--- config.mk ---
export PLATFORM = sky130hd
export DESIGN_NAME = pulse_density_clock_ctrl
export DESIGN_NICKNAME = d
export VERILOG_FILES = /design/src/pulse_density_clock_pkg.sv /design/src/pulse_density_clock_ctrl.sv /design/src/clk_sync_edge.sv /design/src/clk_absence_timer.sv
export SDC_FILE = /design/constraint.sdc
export NUM_CORES = 1
export LEC_CHECK = 0
export BUFFER_PORTS_ARGS = -buffer_cell sky130_fd_sc_hd__buf_4
export CORE_ASPECT_RATIO = 0.5
export CORE_UTILIZATION = 55
export CTS_CLUSTER_SIZE = 16
export DETAILED_ROUTE_END_ITERATION = 10
export PLACE_DENSITY = 0.74
export SLEW_MARGIN = 30
export SYNTH_ARGS = -nofsm -noshare
export SYNTH_HDL_FRONTEND = slang
export SYNTH_SLANG_ARGS = --single-unit
--- constraint.sdc ---
create_clock -name clock_in -period 7.1 [get_ports clock_in]
set_input_delay 1.065 -clock clock_in [delete_from_list [all_inputs] [get_ports clock_in]]
set_output_delay 1.065 -clock clock_in [all_outputs]
set_load 0.02 [all_outputs]
--- src/pulse_density_clock_pkg.sv ---
// package: register map, field positions, reset values and timeout counts
// assumes a 40 MHz system clock
package pulse_density_clock_pkg;
  localparam logic [7:0] PD_CFG_ADDR      = 8'h1c;
  localparam logic [7:0] PD_DIV_ADDR      = 8'h1d;
  localparam logic [7:0] STREAM_DIV_ADDR  = 8'h1e;
  localparam logic [7:0] ERR_CTRL_ADDR    = 8'h21;
  localparam logic [7:0] ERR_TIME_ADDR    = 8'h22;
  localparam logic [7:0] IRQ_CFG_ADDR     = 8'h23;
  localparam logic [7:0] FAULT_STAT_ADDR  = 8'h05;
  localparam logic [7:0] PD_CFG_RST       = 8'h00;
  localparam logic [7:0] PD_DIV_RST       = 8'h08;
  localparam logic [7:0] STREAM_DIV_RST   = 8'h08;
  localparam logic [7:0] ERR_CTRL_RST     = 8'h03;
  localparam logic [7:0] ERR_TIME_RST     = 8'h3f;
  localparam logic [7:0] IRQ_CFG_RST      = 8'h21;
  localparam int EDGE_SEL_BIT   = 2;
  localparam int IN_DIR_BIT     = 1;
  localparam int OUT_DIR_BIT    = 0;
  localparam int DIV_POWER_BIT  = 7;
  localparam int MEM_RELOAD_BIT = 7;
  localparam int DET1_SRC_BIT   = 4;
  localparam int DET2_SRC_LSB   = 2;
  localparam int DET1_EN_BIT    = 1;
  localparam int DET2_EN_BIT    = 0;
  localparam int DET1_TIME_LSB  = 3;
  localparam int DET2_TIME_LSB  = 0;
  localparam int CLK_ERR_BIT    = 0;
  localparam logic [2:0] IRQ_MODE_DIVIDER = 3'h4;
  localparam int CLK_HZ = 40_000_000;
  localparam int TIMEOUT_US [8] = '{11_000, 22_000, 44_000, 87_000,
                                     174_000, 350_000, 700_000, 1_200_000};
  localparam int TIMEOUT_CYC [8] = '{TIMEOUT_US[0] * (CLK_HZ / 1_000_000),
                                      TIMEOUT_US[1] * (CLK_HZ / 1_000_000),
                                      TIMEOUT_US[2] * (CLK_HZ / 1_000_000),
                                      TIMEOUT_US[3] * (CLK_HZ / 1_000_000),
                                      TIMEOUT_US[4] * (CLK_HZ / 1_000_000),
                                      TIMEOUT_US[5] * (CLK_HZ / 1_000_000),
                                      TIMEOUT_US[6] * (CLK_HZ / 1_000_000),
                                      TIMEOUT_US[7] * (CLK_HZ / 1_000_000)};
  typedef enum logic [1:0] {DET_IDLE, DET_WATCH, DET_FAULT} det_state_t;
endpackage

--- src/pulse_density_clock_ctrl.sv ---
// pulse-density clock configuration and two missing-clock detectors
// assumes a byte register port from the control-bus front end, clocks from pins
// Summary of operation
// - config bit 2 picks sampling edge, 0 rising, 1 falling.
// - config bit 1 sets input clock pin direction, 1 drives it.
// - config bit 0 sets output clock pin direction, 1 drives it.
// - bit 7 at 0x1D powers the pulse-density input divider.
// - bit 7 at 0x1E powers the direct-stream divider.
// - bit 7 at 0x21 requests memory reload on fault restarts.
// - bit 4 at 0x21 picks detector one clock: serial or pulse-density.
// - bits 3-2 at 0x21 pick detector two clock: dac, adc, pll.
// - bit 1 at 0x21 enables detector one.
// - bit 0 at 0x21 enables detector two.
// - 0x22 holds detector one timeout in 5-3, two in 2-0.
// - timeout codes map 11,22,44,87,174,350,700 ms and 1.2 s.
// - enabled detector without edges for timeout shuts device down.
// - clock error sets fault status bit 0; host clears it first.
// - 0x21 resets to 0x03.
// - 0x22 resets to 0x3F.
// - interrupt pin mode 4 drives divider output onto the pin.
`timescale 1ns/10ps
module pulse_density_clock_ctrl
  import pulse_density_clock_pkg::*;
(
  // clock, reset, enable
  input  wire logic       clock_in,
  input  wire logic       rst_n_in,
  input  wire logic       clk_en_in,
  // register port
  input  wire logic       reg_wr_in,
  input  wire logic       reg_rd_in,
  input  wire logic [7:0] reg_addr_in,
  input  wire logic [7:0] reg_wdata_in,
  output logic      [7:0] reg_rdata_out,
  // watched clocks
  input  wire logic       serial_audio_clock_in,
  input  wire logic       pulse_density_clock_in,
  input  wire logic       dac_mod_clock_in,
  input  wire logic       adc_mod_clock_in,
  input  wire logic       pll_clock_in,
  // pulse-density pins
  input  wire logic       pd_input_clock_pin_in,
  output logic            pd_input_clock_pin_out,
  output logic            pd_input_clock_pin_oe_out,
  input  wire logic       pd_output_clock_pin_in,
  output logic            pd_output_clock_pin_out,
  output logic            pd_output_clock_pin_oe_out,
  input  wire logic       pd_input_divider_clk_in,
  input  wire logic       pd_data_in,
  output logic            pd_data_out,
  // divider, memory and fault controls
  output logic            pd_in_divider_power_out,
  output logic            stream_divider_power_out,
  output logic            mem_reload_request_out,
  output logic            shutdown_out,
  // interrupt pin
  output logic            irq_pin_out,
  output logic            irq_pin_oe_out
);
  localparam int CNT_W = 26;

  function automatic logic [CNT_W-1:0] code_to_cycles(input logic [2:0] code);
    code_to_cycles = CNT_W'(TIMEOUT_CYC[code]);
  endfunction

  logic [7:0] pd_cfg_q;
  logic [7:0] pd_div_q;
  logic [7:0] stream_div_q;
  logic [7:0] err_ctrl_q;
  logic [7:0] err_time_q;
  logic [7:0] irq_cfg_q;
  logic       clk_err_q;
  logic       shutdown_q;
  det_state_t det1_q;
  det_state_t det2_q;

  // register writes
  always_ff @(posedge clock_in) begin
    if (!rst_n_in) begin
      pd_cfg_q     <= PD_CFG_RST;
      pd_div_q     <= PD_DIV_RST;
      stream_div_q <= STREAM_DIV_RST;
      err_ctrl_q   <= ERR_CTRL_RST;
      err_time_q   <= ERR_TIME_RST;
      irq_cfg_q    <= IRQ_CFG_RST;
    end else if (clk_en_in && reg_wr_in) begin
      case (reg_addr_in)
        PD_CFG_ADDR: begin
          pd_cfg_q <= reg_wdata_in;
        end
        PD_DIV_ADDR: begin
          pd_div_q <= reg_wdata_in;
        end
        STREAM_DIV_ADDR: begin
          stream_div_q <= reg_wdata_in;
        end
        ERR_CTRL_ADDR: begin
          err_ctrl_q <= reg_wdata_in;
        end
        ERR_TIME_ADDR: begin
          err_time_q <= reg_wdata_in;
        end
        IRQ_CFG_ADDR: begin
          irq_cfg_q <= reg_wdata_in;
        end
        default: begin
        end
      endcase
    end
  end

  // register reads
  always_ff @(posedge clock_in) begin
    if (!rst_n_in) begin
      reg_rdata_out <= 8'h00;
    end else if (clk_en_in && reg_rd_in) begin
      case (reg_addr_in)
        PD_CFG_ADDR:     reg_rdata_out <= pd_cfg_q;
        PD_DIV_ADDR:     reg_rdata_out <= pd_div_q;
        STREAM_DIV_ADDR: reg_rdata_out <= stream_div_q;
        ERR_CTRL_ADDR:   reg_rdata_out <= err_ctrl_q;
        ERR_TIME_ADDR:   reg_rdata_out <= err_time_q;
        IRQ_CFG_ADDR:    reg_rdata_out <= irq_cfg_q;
        FAULT_STAT_ADDR: reg_rdata_out <= {7'h00, clk_err_q};
        default:         reg_rdata_out <= 8'h00;
      endcase
    end
  end

  // source selection
  logic d1_src;
  logic d2_src;
  always_comb begin
    d1_src = err_ctrl_q[DET1_SRC_BIT] ? pulse_density_clock_in
                                      : serial_audio_clock_in;
    case (err_ctrl_q[DET2_SRC_LSB +: 2])
      2'h0:    d2_src = dac_mod_clock_in;
      2'h1:    d2_src = adc_mod_clock_in;
      2'h2:    d2_src = pll_clock_in;
      default: d2_src = 1'b0;
    endcase
  end

  logic d1_edge;
  logic d2_edge;
  clk_sync_edge u_sync1 (
    .clock_in  (clock_in),
    .rst_n_in  (rst_n_in),
    .enable_in (clk_en_in),
    .async_in  (d1_src),
    .edge_out  (d1_edge)
  );
  clk_sync_edge u_sync2 (
    .clock_in  (clock_in),
    .rst_n_in  (rst_n_in),
    .enable_in (clk_en_in),
    .async_in  (d2_src),
    .edge_out  (d2_edge)
  );

  logic d1_en;
  logic d2_en;
  logic d1_exp;
  logic d2_exp;
  assign d1_en = err_ctrl_q[DET1_EN_BIT];
  assign d2_en = err_ctrl_q[DET2_EN_BIT];

  clk_absence_timer #(.CNT_W(CNT_W)) u_timer1 (
    .clock_in    (clock_in),
    .rst_n_in    (rst_n_in),
    .enable_in   (clk_en_in),
    .active_in   (det1_q == DET_WATCH),
    .edge_in     (d1_edge),
    .limit_in    (code_to_cycles(err_time_q[DET1_TIME_LSB +: 3])),
    .expired_out (d1_exp)
  );
  clk_absence_timer #(.CNT_W(CNT_W)) u_timer2 (
    .clock_in    (clock_in),
    .rst_n_in    (rst_n_in),
    .enable_in   (clk_en_in),
    .active_in   (det2_q == DET_WATCH),
    .edge_in     (d2_edge),
    .limit_in    (code_to_cycles(err_time_q[DET2_TIME_LSB +: 3])),
    .expired_out (d2_exp)
  );

  function automatic det_state_t det_next(input det_state_t s, input logic en,
                                          input logic expired);
    case (s)
      DET_IDLE:  det_next = en ? DET_WATCH : DET_IDLE;
      DET_WATCH: det_next = !en ? DET_IDLE : (expired ? DET_FAULT : DET_WATCH);
      DET_FAULT: det_next = en ? DET_FAULT : DET_IDLE;
      default:   det_next = DET_IDLE;
    endcase
  endfunction

  // detector state machines
  always_ff @(posedge clock_in) begin
    if (!rst_n_in) begin
      det1_q <= DET_IDLE;
      det2_q <= DET_IDLE;
    end else if (clk_en_in) begin
      det1_q <= det_next(det1_q, d1_en, d1_exp);
      det2_q <= det_next(det2_q, d2_en, d2_exp);
    end
  end

  logic fault_evt;
  logic stat_clr;
  assign fault_evt = (det1_q == DET_WATCH && d1_en && d1_exp)
                  || (det2_q == DET_WATCH && d2_en && d2_exp);
  assign stat_clr  = reg_wr_in && reg_addr_in == FAULT_STAT_ADDR
                  && !reg_wdata_in[CLK_ERR_BIT];

  // sticky clock error, set wins over clear
  always_ff @(posedge clock_in) begin
    if (!rst_n_in) begin
      clk_err_q <= 1'b0;
    end else if (clk_en_in) begin
      if (fault_evt) begin
        clk_err_q <= 1'b1;
      end else if (stat_clr) begin
        clk_err_q <= 1'b0;
      end
    end
  end

  // shutdown held until the flag is cleared
  always_ff @(posedge clock_in) begin
    if (!rst_n_in) begin
      shutdown_q <= 1'b0;
    end else if (clk_en_in) begin
      if (fault_evt) begin
        shutdown_q <= 1'b1;
      end else if (stat_clr) begin
        shutdown_q <= 1'b0;
      end
    end
  end

  // pulse-density data capture on chosen edge of synchronised clock
  logic pdc_meta_q;
  logic pdc_sync_q;
  logic pdc_last_q;
  logic pdd_meta_q;
  logic pdd_sync_q;
  always_ff @(posedge clock_in) begin
    if (!rst_n_in) begin
      pdc_meta_q <= 1'b0;
      pdc_sync_q <= 1'b0;
      pdc_last_q <= 1'b0;
      pdd_meta_q <= 1'b0;
      pdd_sync_q <= 1'b0;
    end else if (clk_en_in) begin
      pdc_meta_q <= pd_input_clock_pin_in;
      pdc_sync_q <= pdc_meta_q;
      pdc_last_q <= pdc_sync_q;
      pdd_meta_q <= pd_data_in;
      pdd_sync_q <= pdd_meta_q;
    end
  end

  logic pd_take;
  assign pd_take = pd_cfg_q[EDGE_SEL_BIT] ? (pdc_last_q && !pdc_sync_q)
                                          : (!pdc_last_q && pdc_sync_q);
  always_ff @(posedge clock_in) begin
    if (!rst_n_in) begin
      pd_data_out <= 1'b0;
    end else if (clk_en_in && pd_take) begin
      pd_data_out <= pdd_sync_q;
    end
  end

  // pin drivers and control outputs
  assign pd_input_clock_pin_oe_out  = pd_cfg_q[IN_DIR_BIT];
  assign pd_input_clock_pin_out     = pd_input_divider_clk_in;
  assign pd_output_clock_pin_oe_out = pd_cfg_q[OUT_DIR_BIT];
  assign pd_output_clock_pin_out    = pd_input_divider_clk_in;
  assign pd_in_divider_power_out    = pd_div_q[DIV_POWER_BIT];
  assign stream_divider_power_out   = stream_div_q[DIV_POWER_BIT];
  assign mem_reload_request_out     = shutdown_q && err_ctrl_q[MEM_RELOAD_BIT];
  assign shutdown_out               = shutdown_q;
  assign irq_pin_oe_out             = irq_cfg_q[2:0] == IRQ_MODE_DIVIDER;
  assign irq_pin_out                = irq_pin_oe_out && pd_input_divider_clk_in;

  // checks
  flag_follows_fault_a: assert property (@(posedge clock_in) disable iff (!rst_n_in)
    clk_en_in && fault_evt |=> clk_err_q && shutdown_q)
    else $error("fault did not set flag");
  set_beats_clear_a: assert property (@(posedge clock_in) disable iff (!rst_n_in)
    clk_en_in && fault_evt && stat_clr |=> clk_err_q)
    else $error("clear beat fault set");
  clear_drops_flag_a: assert property (@(posedge clock_in) disable iff (!rst_n_in)
    clk_en_in && stat_clr && !fault_evt |=> !clk_err_q && !shutdown_q)
    else $error("clear did not drop flag");
  disabled_no_fault_a: assert property (@(posedge clock_in) disable iff (!rst_n_in)
    !d1_en && !d2_en |-> !fault_evt)
    else $error("fault while detectors off");
  det1_off_idle_a: assert property (@(posedge clock_in) disable iff (!rst_n_in)
    clk_en_in && !d1_en |=> det1_q == DET_IDLE)
    else $error("detector one not idle");
  det2_off_idle_a: assert property (@(posedge clock_in) disable iff (!rst_n_in)
    clk_en_in && !d2_en |=> det2_q == DET_IDLE)
    else $error("detector two not idle");
  one_expiry_a: assert property (@(posedge clock_in) disable iff (!rst_n_in)
    clk_en_in && det1_q == DET_WATCH && d1_en && d1_exp |=> det1_q == DET_FAULT)
    else $error("detector one missed expiry");
  two_expiry_a: assert property (@(posedge clock_in) disable iff (!rst_n_in)
    clk_en_in && det2_q == DET_WATCH && d2_en && d2_exp |=> det2_q == DET_FAULT)
    else $error("detector two missed expiry");
  ctrl_write_a: assert property (@(posedge clock_in) disable iff (!rst_n_in)
    clk_en_in && reg_wr_in && reg_addr_in == ERR_CTRL_ADDR
    |=> err_ctrl_q == $past(reg_wdata_in))
    else $error("control write lost");
  time_write_a: assert property (@(posedge clock_in) disable iff (!rst_n_in)
    clk_en_in && reg_wr_in && reg_addr_in == ERR_TIME_ADDR
    |=> err_time_q == $past(reg_wdata_in))
    else $error("timeout write lost");
  in_dir_write_a: assert property (@(posedge clock_in) disable iff (!rst_n_in)
    clk_en_in && reg_wr_in && reg_addr_in == PD_CFG_ADDR
    |=> pd_input_clock_pin_oe_out == $past(reg_wdata_in[IN_DIR_BIT]))
    else $error("input pin direction wrong");
  out_dir_write_a: assert property (@(posedge clock_in) disable iff (!rst_n_in)
    clk_en_in && reg_wr_in && reg_addr_in == PD_CFG_ADDR
    |=> pd_output_clock_pin_oe_out == $past(reg_wdata_in[OUT_DIR_BIT]))
    else $error("output pin direction wrong");
  div_power_write_a: assert property (@(posedge clock_in) disable iff (!rst_n_in)
    clk_en_in && reg_wr_in && reg_addr_in == PD_DIV_ADDR
    |=> pd_in_divider_power_out == $past(reg_wdata_in[DIV_POWER_BIT]))
    else $error("input divider power wrong");
  stream_power_a: assert property (@(posedge clock_in) disable iff (!rst_n_in)
    clk_en_in && reg_wr_in && reg_addr_in == STREAM_DIV_ADDR
    |=> stream_divider_power_out == $past(reg_wdata_in[DIV_POWER_BIT]))
    else $error("stream divider power wrong");
  edge_capture_a: assert property (@(posedge clock_in) disable iff (!rst_n_in)
    clk_en_in && pd_take |=> pd_data_out == $past(pdd_sync_q))
    else $error("data not captured");
  shutdown_hold_a: assert property (@(posedge clock_in) disable iff (!rst_n_in)
    shutdown_q && !stat_clr |=> shutdown_q)
    else $error("shutdown dropped");
  irq_mode_a: assert property (@(posedge clock_in) disable iff (!rst_n_in)
    irq_cfg_q[2:0] != IRQ_MODE_DIVIDER |-> !irq_pin_oe_out)
    else $error("irq pin driven in wrong mode");
  frozen_state_a: assert property (@(posedge clock_in) disable iff (!rst_n_in)
    !clk_en_in |=> $stable(err_ctrl_q) && $stable(clk_err_q) && $stable(shutdown_q))
    else $error("state moved while frozen");
endmodule

--- src/clk_sync_edge.sv ---
// two-flop synchroniser with edge detect of the synchronised level
// assumes the input is asynchronous to clock_in
`timescale 1ns/10ps
module clk_sync_edge (
  // clock and reset
  input  wire logic clock_in,
  input  wire logic rst_n_in,
  input  wire logic enable_in,
  // async level in, edge pulse out
  input  wire logic async_in,
  output logic      edge_out
);
  logic meta_q;
  logic sync_q;
  logic last_q;
  always_ff @(posedge clock_in) begin
    if (!rst_n_in) begin
      meta_q <= 1'b0;
      sync_q <= 1'b0;
      last_q <= 1'b0;
    end else if (enable_in) begin
      meta_q <= async_in;
      sync_q <= meta_q;
      last_q <= sync_q;
    end
  end
  assign edge_out = sync_q ^ last_q;
endmodule

--- src/clk_absence_timer.sv ---
// absence timer for one watched clock: counts cycles since last edge
// assumes edge_in is already synchronised; limit is the timeout cycle count
`timescale 1ns/10ps
module clk_absence_timer #(
  parameter int CNT_W = 26
) (
  // clock and reset
  input  wire logic             clock_in,
  input  wire logic             rst_n_in,
  input  wire logic             enable_in,
  // control
  input  wire logic             active_in,
  input  wire logic             edge_in,
  input  wire logic [CNT_W-1:0] limit_in,
  // result
  output logic                  expired_out
);
  logic [CNT_W-1:0] count_q;
  always_ff @(posedge clock_in) begin
    if (!rst_n_in) begin
      count_q <= '0;
    end else if (enable_in) begin
      if (!active_in || edge_in) begin
        count_q <= '0;
      end else if (count_q < limit_in) begin
        count_q <= count_q + 1'b1;
      end
    end
  end
  assign expired_out = active_in && (count_q >= limit_in);
endmodule

==> results.md <==
CTS:
- The clock tree synthesis step divided the H-tree into 4 levels.
- The clock latency at the later pin of the worst-skew pair is 430 ps.
- The number of buffers inserted to repair setup after CTS is 0.
- The number of buffers added to fix hold violations after cts is 0.
- After clock tree synthesis, the clock-pin slew on the worst setup and hold paths is approximately 50 ps.
- The number of gates resized after CTS was 0.
- TritonCTS built the clock tree.
- The tree built by TritonCTS fans out to 125 sinks.
- CTS placed an instance of clkbuf_16 at the clock tree root.
- The longest clock path from root to sink contains 2 buffers.
- Buffers inserted during clock tree synthesis total 17.

Layout:
- Once layout is complete, the utilization of the core stands at 64.6%.
- The final antenna diode count is 0.
- The number of nets at the end of the flow is ~1000.
- The layout overhead on the synthesized area is 14.4%.
- The share of post-route cells with drive strength above 1 is about a tenth.

Yosys:
- The most common cell in the netlist is nand2_1.
- Yosys mapped the design onto 66 distinct sky130hd cell types.
- The fraction of registers with async set/reset is 0%.
- The dominant combinational cell family by area after synthesis is simple AND/OR/NAND/NOR gates.
- The post-synthesis share of cell area spent on full adders, half adders and majority gates is between 10% and 20%.
- The synthesized flop and latch total is between 100 and 150.
- The post-synthesis simple-gate area fraction is 25.3%.
- After synthesis, flip-flops and latches occupy between 30% and 40% of the total area.
- The total number of yosys warnings is 0.
- The fraction of synthesized area in multiplexers is between 5 and 6%.
- The synthesized area per cell is slightly above 8 um2.
- The netlist area before placement is a little over 7000 um2.
- The post-synthesis cell type with the largest combined area is dfxtp_1.
- In the synthesized netlist, the number of instances is between 800 and 900.
- The most instantiated flip-flop cell in the synthesis netlist is dfxtp_1.
- Summing the areas of all compound-gate instances in the mapped netlist gives about a fifth of the synthesized area.
- The net count after synthesis is 968.
- The top cell type's share of synthesized area is a little over a third.
- The xor and xnor fraction of the mapped netlist area is less than 1%.
- In this run, synthesis inferred 0 flip-flops with an integrated enable.
- By area the synthesized netlist is led by dfxtp_1 35%, ha_1 10%, nand2_1 7.1%.
- The commonest cells after synthesis are 135 x nand2_1, 125 x dfxtp_1, 94 x a21oi_1.

Floorplan:
- Pin placement for this block handled 49 I/O pins.
- The horizontal die dimension is around 160 um.
- The floorplan step defined a die boundary enclosing ~14000 um2.
- The height of the die is just over 80 um.
- The effective utilization at floorplan is a little under three fifths.
- The core region is 12700 um2.
- Row generation in the floorplan step produced 29 rows.

Route:
- The detailed-route via count is approximately 6700.
- Using the TritonRoute via totals, the vias-per-cell ratio works out to approximately 6.1.
- The DRC violations left is 0.
- In the final routed layout, each cell accounts on average for about 17 um.
- In this run, the number of DRC markers left after iteration 0 of detailed routing was around 560.
- The first-pass iteration count of the detailed router is 6.
- The routed design has roughly 18000 um of wire.
- In this run the remaining antenna-violating nets after routing total 0.

Timing:
- Setup repair after global routing left no endpoint under its margin.
- The final setup skew is 11.5 ps.
- Setup violations remaining at the end of the flow were counted as 0.
- The setup TNS after final layout is 0 ps.
- After layout, the worst path uses about 58% of the clock period.
- The slew of the pin with the lowest slew margin is 1070 ps.
- The worst pin sits at a relative slew slack of 28.1%.
- The count of final max-slew check failures is 0.
- Based on the critical path, the design can be clocked at up to 245 MHz.
- The clock period could shrink to ~4100 ps.
- The count of final hold-check violations came to 0.

Critical path:
- The critical path contains buffers and inverters numbering 2 combined.
- On the critical path the largest part of the delay comes from simple AND/OR/NAND/NOR gates.
- The classification of the worst setup path is flop to flop.
- The arrival time of data at the critical path endpoint is 4420 ps.
- The peak fanout along the critical path is 38.
- The worst stage delay on the critical path is ~550 ps.
- The largest individual stage delay along the critical path comes from the cell or4_1.
- The worst setup path is captured at a flop.
- The critical path goes through inv_1 > ha_1 > nor2_1 > nand2_1 > o21ai_0 > ha_1 > a21oi_1 > o21ai_0 > a221oi_1 > nand4b_1 > buf_4 > or4_1 > a21oi_1.
- The setup slack of the worst register-to-register path is slightly above 3000 ps.
- The required time at the worst-slack endpoint is roughly 7400 ps.
- The worst setup path is launched from a flop.

Global route:
- The first global-routing pass estimated 29500 um of wire.
- The number of global-route vias before repair is between 6000 and 7000.
- Global routing used 28.0% of the available tracks across all layers.
- The number of antenna violations at the first check in global routing is 0.
- The maximum number of pins on one net before global-route repair is between 50 and 60.
- The residual overflow from global routing is 0.

Placed design:
- The count of input and output buffers is 47.
- The placer congestion estimate is between 0.8 and 0.9.
- The HPWL after detailed placement is 12500 um.

Power:
- The largest vdd supply drop is approximately 0.21 mV.
- In this run the power density over the cells is between 200 and 250 nW/um2.
- The total leakage power is 3.20 nW.

Outcome:
- The flow ran to the end, and the final reports show no timing, DRC or antenna violations.

Flow run:
- The total of max-cap violations is 0.

Min path:
- The path class of the tightest hold or removal check is flop to flop.
[worst min-delay path, stage by stage (launching register included)]
cell,delay (ps)
dfxtp_1,300
nand2_1,50
a21oi_1,50
[state kept, by name, summed over array words and instances, names as in the netlist, 2 cells and up]
| register | count |
|---|---|
| pd_cfg_q | 8 |
| err_time_q | 8 |
| err_ctrl_q | 8 |
| det1_q | 2 |
| irq_cfg_q | 8 |
| reg_rdata_out | 8 |
| stream_div_q | 8 |
| u_timer2.count_q | 26 |
| pd_div_q | 8 |
| u_timer1.count_q | 26 |
| det2_q | 2 |
[layout by cell type (no fill, tap or decap), types with 26 or more instances in the layout]
master	synthesis	layout
o21ai_0	56	56
ha_1	58	58
nand2_1	135	135
a21oi_1	94	94
nor2_1	57	57
dfxtp_1	125	125
inv_1	30	29
or4_1	28	28
nand3_1	26	26
buf_4	3	49
mux2i_1	37	37
[cells by family after synthesis]
family,after synthesis
DFF,125
buffers and inverters,70
muxes,37
adders and majority gates,58
xor gates and xnor gates,6
AOI/OAI and AO/OA,235
and+or+nand+nor,349
[worst paths after layout]
kind                     from              endpoint  depth (start not counted)
max reg2reg     err_time_q[3]  u_timer1.count_q[15]                         13
min reg2reg  reg_rdata_out[1]      reg_rdata_out[1]                          2
max             err_time_q[3]  u_timer1.count_q[15]                         13
min          reg_rdata_out[1]      reg_rdata_out[1]                          2
[power breakdown]
| part | leakage, nW | switching [mW] | internal, mW |
|---|---|---|---|
| sequential | 1.01 | 0.00398 | 0.707 |
| clock | 0.304 | 0.320 | 0.597 |
| combinational | 1.89 | 0.0530 | 0.0268 |
| total | 3.20 | 0.377 | 1.33 |
[cell type report]
| type | count | area (um2) |
|---|---|---|
| fill | 1102 | 4500 |
| timing repair buffer | 49 | 368 |
| clock inverter | 6 | 105 |
| sequential | 125 | 2500 |
| inverter | 31 | 116 |
| tap | 170 | 213 |
| multi-input combinational | 685 | 4390 |
| clock buffer | 26 | 509 |
[through the flow]
stage / cell area [um2] / setup slack (ps) / power, mW / hold WS [ps] / cells
3_3_place_gp: 7580 / 3250 / 0.803 / 438 / 1060
6_report: 8200 / 3020 / 1.71 / 452 / 1092
5_1_grt: 8200 / 2740 / 1.75 / 477 / 1092
4_1_cts: 8200 / 3020 / 1.71 / 453 / 1092
3_5_place_dp: 7590 / 3050 / 0.805 / 445 / 1060
2_1_floorplan: 7170 / 4150 / 0.775 / 431 / 880
[layer usage]
metal / vias to the layer above / track usage [%] / routed length [um]
met5: - / 0 / 0
met4: 0 / 10.3 / 320
met3: 33 / 4.95 / 788
met2: 162 / 49.8 / 8810
met1: 3197 / 34.4 / 8450
li1: 3293 / - / -
Note: power is estimated with default switching activity, not from simulation.
